$ cat config.mk
export PLATFORM = sky130hd
export DESIGN_NAME = cvd_sequencer
export DESIGN_NICKNAME = d
export VERILOG_FILES = /design/src/cvd_pkg.sv /design/src/cvd_result_pair.sv /design/src/cvd_phase_timer.sv /design/src/cvd_sequencer.sv
export SDC_FILE = /design/constraint.sdc
export NUM_CORES = 1
export LEC_CHECK = 0
export BUFFER_PORTS_ARGS = -buffer_cell sky130_fd_sc_hd__clkbuf_2
export CAP_MARGIN = 10
export CORE_ASPECT_RATIO = 0.9
export CORE_MARGIN = 5
export CORE_UTILIZATION = 55
export CTS_CLUSTER_DIAMETER = 100
export DETAILED_ROUTE_END_ITERATION = 7
export GPL_TIMING_DRIVEN = 1
export PLACE_DENSITY = 0.84
export SETUP_SLACK_MARGIN = 0.15
export SLEW_MARGIN = 20
export SYNTH_ARGS = -nofsm -noshare
export SYNTH_HDL_FRONTEND = slang
export SYNTH_SLANG_ARGS = --single-unit
$ cat constraint.sdc
create_clock -name clk_sys_i -period 2.85 [get_ports clk_sys_i]
set_clock_uncertainty 0.15 [all_clocks]
set_input_delay 0.7125 -clock clk_sys_i [delete_from_list [all_inputs] [get_ports clk_sys_i]]
set_output_delay 0.7125 -clock clk_sys_i [all_outputs]
set_load 0.05 [all_outputs]
$ cat src/cvd_pkg.sv
`default_nettype none
package cvd_pkg;
  // clocking: instruction cycle of the pre-charge and acquisition timers
  localparam int unsigned SYS_CLK_MHZ = 200;
  localparam int unsigned TCY_NS      = 200;
  localparam int unsigned TCY_CYC     = (TCY_NS * SYS_CLK_MHZ + 999) / 1000;
  localparam int unsigned TCY_W       = 6;
  localparam logic [TCY_W-1:0] TCY_LAST = TCY_W'(TCY_CYC - 1);
  localparam logic        GAP_LAST    = 1'b1; // two cycles between the samples

  // register byte offsets
  localparam logic [7:0] OFS_CTRL0 = 8'h00;
  localparam logic [7:0] OFS_CTRL1 = 8'h04;
  localparam logic [7:0] OFS_RES0L = 8'h08;
  localparam logic [7:0] OFS_RES0H = 8'h0C;
  localparam logic [7:0] OFS_RES1L = 8'h10;
  localparam logic [7:0] OFS_RES1H = 8'h14;
  localparam logic [7:0] OFS_IRQEN = 8'h18;
  localparam logic [7:0] OFS_IRQFL = 8'h1C;
  localparam logic [7:0] OFS_PRE   = 8'h20;
  localparam logic [7:0] OFS_ACQ   = 8'h24;
  localparam logic [7:0] OFS_CVD   = 8'h28;
  localparam logic [7:0] OFS_STAT  = 8'h2C;

  // field positions
  localparam int unsigned B_ON     = 0;
  localparam int unsigned B_GO     = 1;
  localparam int unsigned B_CHAN   = 2;
  localparam int unsigned B_JUST   = 7;
  localparam int unsigned B_CLKSEL = 4;
  localparam int unsigned B_PREF   = 0;
  localparam int unsigned B_DONE   = 6;
  localparam int unsigned B_DSEN   = 0;
  localparam int unsigned B_IPEN   = 1;
  localparam int unsigned B_IPPOL  = 2;
  localparam int unsigned B_EPPOL  = 3;
  localparam int unsigned B_GRDPOL = 4;
  localparam int unsigned B_GAOE   = 5;
  localparam int unsigned B_GBOE   = 6;

  // reset values and encodings
  localparam logic [7:0] RST_BYTE   = 8'h00;
  localparam logic [7:0] RES_RST    = 8'h00;
  localparam logic       JUST_RIGHT = 1'b1;
  localparam logic [1:0] HRESP_OKAY = 2'h0;

  typedef enum logic [2:0] {
    ST_IDLE = 3'b000,
    ST_PRE  = 3'b001,
    ST_ACQ  = 3'b010,
    ST_CONV = 3'b011,
    ST_GAP  = 3'b100
  } cvd_state_t;
endpackage : cvd_pkg
`default_nettype wire

$ cat src/cvd_result_pair.sv
`default_nettype none
module cvd_result_pair
  import cvd_pkg::*;
(
  input  wire logic       clk_sys_i,
  input  wire logic       rst_n_i,
  input  wire logic       load_i,
  input  wire logic       justify_i,
  input  wire logic [9:0] data_i,
  input  wire logic       wr_lo_i,
  input  wire logic       wr_hi_i,
  input  wire logic [7:0] wdata_i,
  output logic      [7:0] lo_o,
  output logic      [7:0] hi_o
);
  // a conversion load beats a software write: the fresh result must not be lost
  always_ff @(posedge clk_sys_i or negedge rst_n_i) begin
    if (!rst_n_i) begin
      lo_o <= RES_RST;
      hi_o <= RES_RST;
    end else if (load_i) begin
      if (justify_i == JUST_RIGHT) begin
        hi_o <= {6'h00, data_i[9:8]};
        lo_o <= data_i[7:0];
      end else begin
        hi_o <= data_i[9:2];
        lo_o <= {data_i[1:0], 6'h00};
      end
    end else begin
      if (wr_lo_i) begin
        lo_o <= wdata_i;
      end
      if (wr_hi_i) begin
        hi_o <= wdata_i;
      end
    end
  end
endmodule : cvd_result_pair
`default_nettype wire

$ cat src/cvd_phase_timer.sv
`default_nettype none
module cvd_phase_timer
  import cvd_pkg::*;
(
  input  wire logic       clk_sys_i,
  input  wire logic       rst_n_i,
  input  wire logic       ce_i,
  input  wire logic       load_i,
  input  wire logic [6:0] count_i,
  input  wire logic       tick_i,
  output logic            expired_o
);
  logic [6:0] remain_r;

  // counts whole instruction cycles down to zero
  always_ff @(posedge clk_sys_i or negedge rst_n_i) begin
    if (!rst_n_i) begin
      remain_r <= 7'h00;
    end else if (ce_i) begin
      if (load_i) begin
        remain_r <= count_i;
      end else if (tick_i && remain_r != 7'h00) begin
        remain_r <= remain_r - 7'h01;
      end
    end
  end

  assign expired_o = (remain_r == 7'h00);
endmodule : cvd_phase_timer
`default_nettype wire

$ cat src/cvd_sequencer.sv
// Summary of operation
// - left-justified: result bits 1..0 go to low byte bits 7..6, rest zero.
// - right-justified: result bits 9..8 go to high byte bits 1..0.
// - right-justified: result bits 7..0 fill the low byte.
// - hold capacitor is never discharged after a conversion.
// - sensing works on any selected channel against the internal hold capacitance.
// - pre-charge isolates and biases the hold capacitor, drives the sensor pin.
// - end of pre-charge releases drives, reconnects capacitor, acquisition begins.
// - after acquisition the settled hold voltage is converted.
// - differential pass repeats the sequence with both pre-charge levels inverted.
// - double sample writes two result pairs, second sample inverted.
// - two guard-ring outputs follow the sensing sequence.
// - pre-charge lasts 1..127 instruction cycles; zero skips it.
// - acquisition lasts 1..127 instruction cycles, after pre-charge or trigger.
// - completion clears busy, sets the done flag, loads the results.
// - unused result bits are forced to zero on load.
//
// Chosen here: register access over AHB-Lite and the address map.
`default_nettype none
module cvd_sequencer
  import cvd_pkg::*;
(
  input  wire logic        clk_sys_i,
  input  wire logic        rst_n_i,
  input  wire logic        ce_i,
  input  wire logic        hsel_i,
  input  wire logic [31:0] haddr_i,
  input  wire logic [1:0]  htrans_i,
  input  wire logic        hwrite_i,
  input  wire logic [2:0]  hsize_i,
  input  wire logic [31:0] hwdata_i,
  input  wire logic        hready_i,
  output logic             hreadyout_o,
  output logic      [1:0]  hresp_o,
  output logic      [31:0] hrdata_o,
  input  wire logic        trig_i,
  input  wire logic        conv_done_i,
  input  wire logic [9:0]  conv_data_i,
  output logic             conv_start_o,
  output logic             converter_on_o,
  output logic      [4:0]  input_channel_select_o,
  output logic      [2:0]  conversion_clock_select_o,
  output logic      [1:0]  positive_ref_select_o,
  output logic             hold_connect_o,
  output logic             hold_bias_en_o,
  output logic             hold_bias_level_o,
  output logic             sense_drive_o,
  output logic             sense_drive_oe_o,
  output logic             guard_a_o,
  output logic             guard_a_oe_o,
  output logic             guard_b_o,
  output logic             guard_b_oe_o
);
  cvd_state_t state_r;
  cvd_state_t state_nxt;
  logic       second_r;
  logic       second_nxt;
  logic       on_r;
  logic       go_r;
  logic [4:0] chan_sel_r;
  logic       just_r;
  logic [2:0] clksel_r;
  logic [1:0] pref_r;
  logic       irqen_r;
  logic       flag_r;
  logic [6:0] pre_cnt_r;
  logic [6:0] acq_cnt_r;
  logic [6:0] cvd_r;
  logic       gap_r;
  logic [TCY_W-1:0] tcy_r;
  logic       rd_wait_r;
  logic [7:0] rd_addr_r;
  logic       wr_pend_r;
  logic [7:0] wr_addr_r;
  logic [31:0] rdata_r;
  logic [7:0] res0l;
  logic [7:0] res0h;
  logic [7:0] res1l;
  logic [7:0] res1h;
  logic [7:0] rd_mux;
  logic       ap_take;
  logic       wr_act;
  logic       wr_ctrl0;
  logic       go_set_wr;
  logic       go_clr_wr;
  logic       start;
  logic       abort;
  logic       fin;
  logic       first_done;
  logic       tick;
  logic       expired;
  logic       tmr_load;
  logic       inv_nxt;
  logic       dsen;
  logic       ipen;
  cvd_state_t first_phase;

  // bus decode; writes land in the data phase with hwdata
  assign ap_take   = hsel_i && hready_i && htrans_i[1];
  assign wr_act    = ce_i && wr_pend_r;
  assign wr_ctrl0  = wr_act && wr_addr_r == OFS_CTRL0;
  // start needs the converter already on, so on and go in one write starts nothing
  assign go_set_wr = wr_ctrl0 && hwdata_i[B_GO] && on_r;
  assign go_clr_wr = wr_ctrl0 && !hwdata_i[B_GO] && go_r;
  assign dsen      = cvd_r[B_DSEN];
  assign ipen      = cvd_r[B_IPEN];

  // reads take one wait state so a write just before is always visible
  assign hreadyout_o = ce_i && !rd_wait_r;
  assign hresp_o     = HRESP_OKAY;
  assign hrdata_o    = rdata_r;

  // address phase capture
  always_ff @(posedge clk_sys_i or negedge rst_n_i) begin
    if (!rst_n_i) begin
      rd_wait_r <= 1'b0;
      wr_pend_r <= 1'b0;
      rd_addr_r <= 8'h00;
      wr_addr_r <= 8'h00;
      rdata_r   <= 32'h0000_0000;
    end else if (ce_i) begin
      rd_wait_r <= ap_take && !hwrite_i;
      wr_pend_r <= ap_take && hwrite_i;
      if (ap_take) begin
        rd_addr_r <= haddr_i[7:0];
        wr_addr_r <= haddr_i[7:0];
      end
      if (rd_wait_r) begin
        rdata_r <= {24'h00_0000, rd_mux};
      end
    end
  end

  // read mux; unmapped offsets read zero
  always_comb begin
    case (rd_addr_r)
      OFS_CTRL0: rd_mux = {1'b0, chan_sel_r, go_r, on_r};
      OFS_CTRL1: rd_mux = {just_r, clksel_r, 2'b00, pref_r};
      OFS_RES0L: rd_mux = res0l;
      OFS_RES0H: rd_mux = res0h;
      OFS_RES1L: rd_mux = res1l;
      OFS_RES1H: rd_mux = res1h;
      OFS_IRQEN: rd_mux = {1'b0, irqen_r, 6'h00};
      OFS_IRQFL: rd_mux = {1'b0, flag_r, 6'h00};
      OFS_PRE:   rd_mux = {1'b0, pre_cnt_r};
      OFS_ACQ:   rd_mux = {1'b0, acq_cnt_r};
      OFS_CVD:   rd_mux = {1'b0, cvd_r};
      OFS_STAT:  rd_mux = {4'h0, second_r, state_r};
      default:   rd_mux = 8'h00;
    endcase
  end

  // software configuration registers
  always_ff @(posedge clk_sys_i or negedge rst_n_i) begin
    if (!rst_n_i) begin
      on_r      <= 1'b0;
      chan_sel_r <= 5'h00;
      just_r    <= 1'b0;
      clksel_r  <= 3'h0;
      pref_r    <= 2'h0;
      irqen_r   <= 1'b0;
      pre_cnt_r <= 7'h00;
      acq_cnt_r <= 7'h00;
      cvd_r     <= 7'h00;
    end else if (wr_act) begin
      case (wr_addr_r)
        OFS_CTRL0: begin
          on_r  <= hwdata_i[B_ON];
          chan_sel_r <= hwdata_i[B_CHAN +: 5];
        end
        OFS_CTRL1: begin
          just_r   <= hwdata_i[B_JUST];
          clksel_r <= hwdata_i[B_CLKSEL +: 3];
          pref_r   <= hwdata_i[B_PREF +: 2];
        end
        OFS_IRQEN: irqen_r   <= hwdata_i[B_DONE];
        OFS_PRE:   pre_cnt_r <= hwdata_i[6:0];
        OFS_ACQ:   acq_cnt_r <= hwdata_i[6:0];
        OFS_CVD:   cvd_r     <= hwdata_i[6:0];
        default:   ;
      endcase
    end
  end

  assign converter_on_o            = on_r;
  assign input_channel_select_o    = chan_sel_r;
  assign conversion_clock_select_o = clksel_r;
  assign positive_ref_select_o     = pref_r;

  // busy and done flag; the hardware set wins over a software clear
  always_ff @(posedge clk_sys_i or negedge rst_n_i) begin
    if (!rst_n_i) begin
      go_r   <= 1'b0;
      flag_r <= 1'b0;
    end else if (ce_i) begin
      if (start) begin
        go_r <= 1'b1;
      end else if (fin || abort) begin
        go_r <= 1'b0;
      end
      if (fin) begin
        flag_r <= 1'b1;
      end else if (wr_act && wr_addr_r == OFS_IRQFL) begin
        flag_r <= hwdata_i[B_DONE];
      end
    end
  end

  // sequencing events
  assign start = ce_i && state_r == ST_IDLE && on_r && (go_set_wr || trig_i);
  assign abort = state_r != ST_IDLE && (!on_r || go_clr_wr);
  assign first_done = state_r == ST_CONV && conv_done_i && !abort && dsen && !second_r;
  assign fin = ce_i && state_r == ST_CONV && conv_done_i && !abort && !(dsen && !second_r);
  // a zero count skips its phase
  assign first_phase = pre_cnt_r != 7'h00 ? ST_PRE : (acq_cnt_r != 7'h00 ? ST_ACQ : ST_CONV);

  // phase state machine
  always_comb begin
    state_nxt = state_r;
    case (state_r)
      ST_IDLE: begin
        if (start) begin
          state_nxt = first_phase;
        end
      end
      ST_PRE: begin
        if (abort) begin
          state_nxt = ST_IDLE;
        end else if (expired) begin
          state_nxt = acq_cnt_r != 7'h00 ? ST_ACQ : ST_CONV;
        end
      end
      ST_ACQ: begin
        if (abort) begin
          state_nxt = ST_IDLE;
        end else if (expired) begin
          state_nxt = ST_CONV;
        end
      end
      ST_CONV: begin
        if (abort) begin
          state_nxt = ST_IDLE;
        end else if (conv_done_i) begin
          state_nxt = (dsen && !second_r) ? ST_GAP : ST_IDLE;
        end
      end
      ST_GAP: begin
        if (abort) begin
          state_nxt = ST_IDLE;
        end else if (!gap_r) begin
          state_nxt = first_phase;
        end
      end
      default: state_nxt = ST_IDLE;
    endcase
  end

  assign second_nxt = start ? 1'b0 : (first_done ? 1'b1 : second_r);
  assign inv_nxt    = second_nxt && ipen;

  // state, sample index and gap counter
  always_ff @(posedge clk_sys_i or negedge rst_n_i) begin
    if (!rst_n_i) begin
      state_r  <= ST_IDLE;
      second_r <= 1'b0;
      gap_r    <= 1'b0;
    end else if (ce_i) begin
      state_r  <= state_nxt;
      second_r <= second_nxt;
      gap_r    <= first_done ? GAP_LAST : 1'b0;
    end
  end

  // instruction-cycle tick, realigned at each phase change
  always_ff @(posedge clk_sys_i or negedge rst_n_i) begin
    if (!rst_n_i) begin
      tcy_r <= TCY_LAST;
    end else if (ce_i) begin
      if (state_nxt != state_r || tcy_r == {TCY_W{1'b0}}) begin
        tcy_r <= TCY_LAST;
      end else begin
        tcy_r <= tcy_r - {{(TCY_W-1){1'b0}}, 1'b1};
      end
    end
  end

  assign tick     = tcy_r == {TCY_W{1'b0}};
  assign tmr_load = state_nxt != state_r && (state_nxt == ST_PRE || state_nxt == ST_ACQ);

  // one timer serves both phases since they never overlap
  cvd_phase_timer u_timer (
    .clk_sys_i (clk_sys_i),
    .rst_n_i   (rst_n_i),
    .ce_i      (ce_i),
    .load_i    (tmr_load),
    .count_i   (state_nxt == ST_PRE ? pre_cnt_r : acq_cnt_r),
    .tick_i    (tick),
    .expired_o (expired)
  );

  // first sample to pair 0, the inverted second sample to pair 1
  cvd_result_pair u_res0 (
    .clk_sys_i (clk_sys_i),
    .rst_n_i   (rst_n_i),
    .load_i    (ce_i && (first_done || (fin && !second_r))),
    .justify_i (just_r),
    .data_i    (conv_data_i),
    .wr_lo_i   (wr_act && wr_addr_r == OFS_RES0L),
    .wr_hi_i   (wr_act && wr_addr_r == OFS_RES0H),
    .wdata_i   (hwdata_i[7:0]),
    .lo_o      (res0l),
    .hi_o      (res0h)
  );

  cvd_result_pair u_res1 (
    .clk_sys_i (clk_sys_i),
    .rst_n_i   (rst_n_i),
    .load_i    (fin && second_r),
    .justify_i (just_r),
    .data_i    (conv_data_i),
    .wr_lo_i   (wr_act && wr_addr_r == OFS_RES1L),
    .wr_hi_i   (wr_act && wr_addr_r == OFS_RES1H),
    .wdata_i   (hwdata_i[7:0]),
    .lo_o      (res1l),
    .hi_o      (res1h)
  );

  // analog switch controls follow the next state so they change with it
  // idle leaves the capacitor connected and unbiased: its charge carries over
  always_ff @(posedge clk_sys_i or negedge rst_n_i) begin
    if (!rst_n_i) begin
      hold_connect_o    <= 1'b1;
      hold_bias_en_o    <= 1'b0;
      hold_bias_level_o <= 1'b0;
      sense_drive_o     <= 1'b0;
      sense_drive_oe_o  <= 1'b0;
      conv_start_o      <= 1'b0;
    end else if (ce_i) begin
      hold_connect_o    <= state_nxt != ST_PRE;
      hold_bias_en_o    <= state_nxt == ST_PRE;
      hold_bias_level_o <= cvd_r[B_IPPOL] ^ inv_nxt;
      sense_drive_o     <= cvd_r[B_EPPOL] ^ inv_nxt;
      sense_drive_oe_o  <= state_nxt == ST_PRE;
      conv_start_o      <= state_nxt == ST_CONV && state_r != ST_CONV;
    end
  end

  // guard ring: both set at pre-charge, ring A flips when acquisition starts
  always_ff @(posedge clk_sys_i or negedge rst_n_i) begin
    if (!rst_n_i) begin
      guard_a_o <= 1'b0;
      guard_b_o <= 1'b0;
    end else if (ce_i) begin
      if (state_nxt == ST_PRE && state_r != ST_PRE) begin
        guard_a_o <= cvd_r[B_GRDPOL] ^ inv_nxt;
        guard_b_o <= cvd_r[B_GRDPOL] ^ inv_nxt;
      end else if (state_nxt == ST_ACQ && state_r != ST_ACQ) begin
        guard_a_o <= ~(cvd_r[B_GRDPOL] ^ inv_nxt);
        guard_b_o <= cvd_r[B_GRDPOL] ^ inv_nxt;
      end
    end
  end

  assign guard_a_oe_o = on_r && cvd_r[B_GAOE];
  assign guard_b_oe_o = on_r && cvd_r[B_GBOE];
endmodule : cvd_sequencer
`default_nettype wire

* Word-level counts from Yosys, hierarchy flattened
Index checks and enable logic that the tools add are counted.
** Cells by class
- Add/subtract/negate cells :: 2
- Equal/unequal tests :: 23
- Bitwise operators :: 4
- Reduce and logical (&&, ||, !) cells :: 81
- Mux-type cells :: 39
** Operators by type and width (number)
- case mux 8 bit (12 select lines) :: 1
- 2-to-1 mux 8 bit :: 10
- logical AND 1 bit :: 40
- 2-to-1 mux 3 bit :: 11
- equality test 8 x 5 -> 1 bit (second input constant) :: 4
- equality test 8 x 6 -> 1 bit (second input constant) :: 4
- AND reduction 2 bit :: 12
- 2-to-1 mux 7 bit :: 3
- nonzero test 7 bit :: 3
- equality test 8 x 4 -> 1 bit (second input constant) :: 2
- nonzero test 2 bit :: 8
- case mux 3 bit (5 select lines) :: 1
- equality test 3 x 2 -> 1 bit (second input constant) :: 4
- 2-to-1 mux 1 bit :: 12
- equality test 8 x 3 -> 1 bit (second input constant) :: 1
- zero test 8 bit :: 1
- zero test 1 bit :: 7
- zero test 7 bit :: 1
- subtractor 7 x 1 -> 7 bit (second input constant) :: 1
- equality test 3 x 1 -> 1 bit (second input constant) :: 2
- zero test 6 bit :: 1
- logical OR 1 bit :: 6
- 2-to-1 mux 6 bit :: 1
- inequality test 3 x 1 -> 1 bit (second input constant) :: 2
- 8 further kinds :: 11
** Storage, ports and cells
- Output and inout bits :: 56
- Bits of input ports :: 87
- Flip-flop bits (word level) :: 111
- Word-level logic and storage cells :: 180

* Depth between registers and ports, before layout
- Depth in word-level cells :: 17
- Mapped depth :: 9
- Mapped depth without buffers :: 9

* Hierarchy
From an unflattened synthesis, not the netlist that was laid out.
** Second synthesis, totals
- Cell total of the unflattened synthesis :: 579
- Area, all modules :: 6188.4 µm²
** By module, submodules not included
- cvd_sequencer :: sequential area each 1808.0 µm², area an instance 4056.4 µm², instances 1, cells an instance 392
- cvd_result_pair :: sequential area each 400.4 µm², area an instance 813.3 µm², instances 2, cells an instance 67
- cvd_phase_timer :: sequential area each 175.2 µm², area an instance 505.5 µm², instances 1, cells an instance 53

* Worst setup path before layout
OpenSTA, ideal clock, no wires.
- Kind :: input-to-output
- Start point :: in ce_i
- End point :: out hreadyout_o
- Path slack :: -0.232 ns
- Data arrival time :: 2.220 ns
- Stages :: 5
- Path buffers :: 3
- Required time :: 1.987 ns
- Path through :: clkbuf_1 inv_1 clkbuf_1 buf_1 nor2_1
** Between the ends
- Cells in the longest elaborated chain, start to end :: 1
** Ends and longest elaborated chain
- start, declared :: line cvd_sequencer.sv:25 : input wire logic ce_i,
- logical AND 1 bit :: line cvd_sequencer.sv:109 : assign hreadyout_o = ce_i && !rd_wait_r;
- end, declared :: line cvd_sequencer.sv:33 : output logic hreadyout_o,
Every way passes these cells.

* Worst setup path in the final report
- Start point :: reg wr_addr_r[2]
- End point :: reg tcy_r[3]
** Between the ends
- Cells in the longest elaborated chain, start to end :: 11
- Elaborated cells between the ends (all ways) :: 19
- Classes of those cells :: eq/ne (1); mux (7); reduce/logical (11)
** Ends and longest elaborated chain
- start, declared :: line cvd_sequencer.sv:74 : logic [7:0] wr_addr_r;
- start signal, assigned :: line cvd_sequencer.sv:126 : wr_addr_r <= haddr_i[7:0];
- zero test 8 bit (*) :: line cvd_sequencer.sv:101 : assign wr_ctrl0 = wr_act && wr_addr_r == OFS_CTRL0;
- logical AND 1 bit (*) :: line cvd_sequencer.sv:101
- logical AND 1 bit (on tied branches) (2 in series) :: line cvd_sequencer.sv:104, cvd_sequencer.sv:103
- logical OR 1 bit (on tied branches) :: line cvd_sequencer.sv:211, cvd_sequencer.sv:210
- logical AND 1 bit (on tied branches) :: line cvd_sequencer.sv:211, cvd_sequencer.sv:210
- 2-to-1 mux 3 bit (on tied branches)
- case mux 3 bit (5 select lines) (*) :: line cvd_sequencer.sv:220 : case (state_r)
- inequality test 3 bit (*) :: line cvd_sequencer.sv:279 : if (state_nxt != state_r || tcy_r == {TCY_W{1'b0}}) begin
- logical OR 1 bit (*) :: line cvd_sequencer.sv:279
- 2-to-1 mux 6 bit (*) :: line cvd_sequencer.sv:279
- end signal, assigned :: line cvd_sequencer.sv:282 : tcy_r <= tcy_r - {{(TCY_W-1){1'b0}}, 1'b1};
- end, declared :: line cvd_sequencer.sv:70 : logic [TCY_W-1:0] tcy_r;
Every way passes the cells marked *; elsewhere a longest branch is shown, timed or not.
A chain may end at the register's enable or synchronous reset.

==> flow_summary.toml <==
[run_status]
outcome = "completed"

[yosys]
synth.avg_cell_area_um2 = 10.3
synth_top_family_by_area = "compound AO/OA/AOI/OAI gates"
synth_xor_area_frac = 0.00424
synth-main-ff-cell = "dfrtp_1"
synth_cell_types = 69
synth_mux_area_frac = 0.144
synth-simple-area-share = 0.146
synthCells = 602
synth_top_area_cell = "dfrtp_1"
yosys_warnings = 0
synth_seq_area_share = 0.449
ys_async_sr_fraction = 1.00
synth_fa_ha_area_frac = 0.00606
synth-edff-count = 0
yosysMostFrequentCell = "dfrtp_1"
synth_area_leaders = "dfrtp_1, mux2_2, mux2i_1"
synth_top_area_share = 0.428
synth_seq_cells = 111
synth-compound-area-share = 0.187
synth_common_cells = "dfrtp_1, mux2_2, nand2_1, a21oi_1, nor2_1"
syn-cell-area_um2 = 6200

[detailed_routing]
wl_per_cell_um = 20.2
vias_per_cell = 6.23
route.detailed.drc = 0
detail_route.iter0.violations = 687
wl_um = 17200
vias = 5291
firstDrtPassIters = 8
drt.antenna.violating_nets = 0

[timing]
slew_headroom = 0.435
fin_crit_ns = 2.64
rsz0062_at_grt = "yes"
drv_slew = 0
fin_setup_tns_ns = 0
tightest_slew_ns = 0.847
fmax_mhz = 379
final-setup-viol-count = 0
hold_violations = 0
finalCritPeriodShare = 0.927
hold_ws_ns = 0.133

[floorplan]
fp.dieH_um = 111
start_util = 0.566
die_w_um = 122
dieArea_um2 = 13500
core_um2 = 10900
row_count = 36
io-pin-count = 143

[global_route]
grt_max_degree = 81
grt_pass1_wl_um = 27100
grt.overflow.total = 0
antenna_found_initial = 0
grt_pass1_vias = 5051
globalRouteTotalUtil = 0.253

[setup_path]
critPathArrivalTime_ns = 2.73
crit_path_max_incr_delay_ns = 0.47
cp-end-kind = "flip-flop"
critPathKind = "flip-flop to flip-flop"
crit_family = "simple AND/OR/NAND/NOR gates"
crit_path_max_fanout = 5
start_kind = "flip-flop"
cp_data_required_time_ns = 2.94
crit_slowest_cell = "or3_4"
path_cells = "nor4_4, a41oi_2, or3_4, nor4bb_4, nor3_1, buf_4, o221a_2, o2bb2ai_1"
crit_buf_inv = 1

[clock_tree]
numCtsBuffers = 9
clkLatencyLatePin_ns = 0.35
cts_tree = "yes"
cts_buffer_depth = 2
htree_levels = 3
cts-root-buf = "clkbuf_16"
cts_sinks = 111
clkSlewWorstSetupHoldPaths_ns = 0.07

[cells_and_area]
drive_above_1_share = 0.307
synthToLayoutAreaGrowth_pct = 16.7
finalNonFillerCells = 849
diodes = 0
fin_util = 0.660
fill_cells = 849
multi_input_area_um2 = 3220
nNetsFinal = 782
fin_area_um2 = 7230
seqCellArea_um2 = 2790

[power]
p_per_area_nw_per_um2 = 533
leakagePower_uw = 0.00356
ir_drop_mv = 0.279

[placed_design]
postPlaceCellArea_um2 = 6840
hpwl_um = 12400
placed_cells = 828
port_buffers = 64
place_congestion = 0.913

[min_path]
hold_path.class = "input pin to async pin"

[job]
cap_violations = 0
## power by group
group / switching (µW) / internal [µW] / total [µW]
combinational: 521 / 295 / 816
clock: 594 / 598 / 1190
sequential: 140 / 1710 / 1850
## registers in the layout, summed over array words and instances (netlist names), 2 cells and up
signal,count
u_timer.remain_r,7
state_r,3
u_res0.lo_o,8
cvd_r,7
wr_addr_r,8
hrdata_o,8
positive_ref_select_o,2
pre_cnt_r,7
u_res0.hi_o,8
conversion_clock_select_o,3
u_res1.lo_o,8
tcy_r,6
input_channel_select_o,5
u_res1.hi_o,8
acq_cnt_r,7
## repair_timing
action	4_1_cts	5_1_grt
hold buffers	0	0
setup buffers	1	4
setup endpoints to repair	9	18
pin swaps	2	11
gates resized for setup	1	15
## cell type report
type | count | area share
tap | 152 | 0.0263
clock buffer | 10 | 0.0317
timing repair buffer | 109 | 0.0974
multi-input combinational | 447 | 0.446
inverter | 14 | 0.00727
clock inverter | 6 | 0.00640
sequential | 111 | 0.385
## layout by cell type, fill, tap and decap left out, types with 12 or more instances in the layout
master and count:
dfrtp_1 105, a21oi_1 37, mux2_2 49, nand3_1 20, buf_4 43, inv_1 14, mux2i_1 33, nor3_1 12
conb_1 26, o21ai_0 25, nor2_1 36, nand2_1 43, a22oi_1 18, clkbuf_2 62
## cell families (layout without fill, tap and decap cells)
family / after synthesis / count (layout)
buffers and inverters: 69 / 139
AO/OA/AOI/OAI: 164 / 164
adder cells (fa/ha/maj): 3 / 3
AND/OR/NAND/NOR: 168 / 168
XOR/XNOR: 3 / 3
flip-flops: 111 / 111
other: 1 / 26
multiplexers: 83 / 83
## routing by layer
layer  global-route usage  routed length (µm)  part of all wire
met2                0.373                7810              0.45
met4               0.0687                 263             0.015
met1                0.366                7310              0.43
met3               0.0730                1800              0.10
met5                    0                   0                 0
## final timing paths
kind | slack (ns) | startpoint | cells past startpoint | endpoint
max in group asynchronous | 1.65 | rst_n_i | 2 | u_res0.hi_o[1]
hold reg to reg | 0.33 | hrdata_o[5] | 2 | hrdata_o[5]
setup / recovery | 0.21 | wr_addr_r[2] | 8 | tcy_r[3]
hold / removal | 0.13 | rst_n_i | 1 | tcy_r[4]
min in group clk_sys_i | 0.33 | hrdata_o[5] | 2 | hrdata_o[5]
setup reg to reg | 0.21 | wr_addr_r[2] | 8 | tcy_r[3]
## through the flow
step / total power [µW] / setup WS [ns]
2_1_floorplan: 2410 / 0.170
3_3_place_gp: 2620 / 0.0291
3_5_place_dp: 2640 / 0.0148
4_1_cts: 3840 / 0.142
5_1_grt: 4010 / 0.0965
6_report: 3860 / 0.209
No activity file was read; power rests on OpenSTA's default activity.
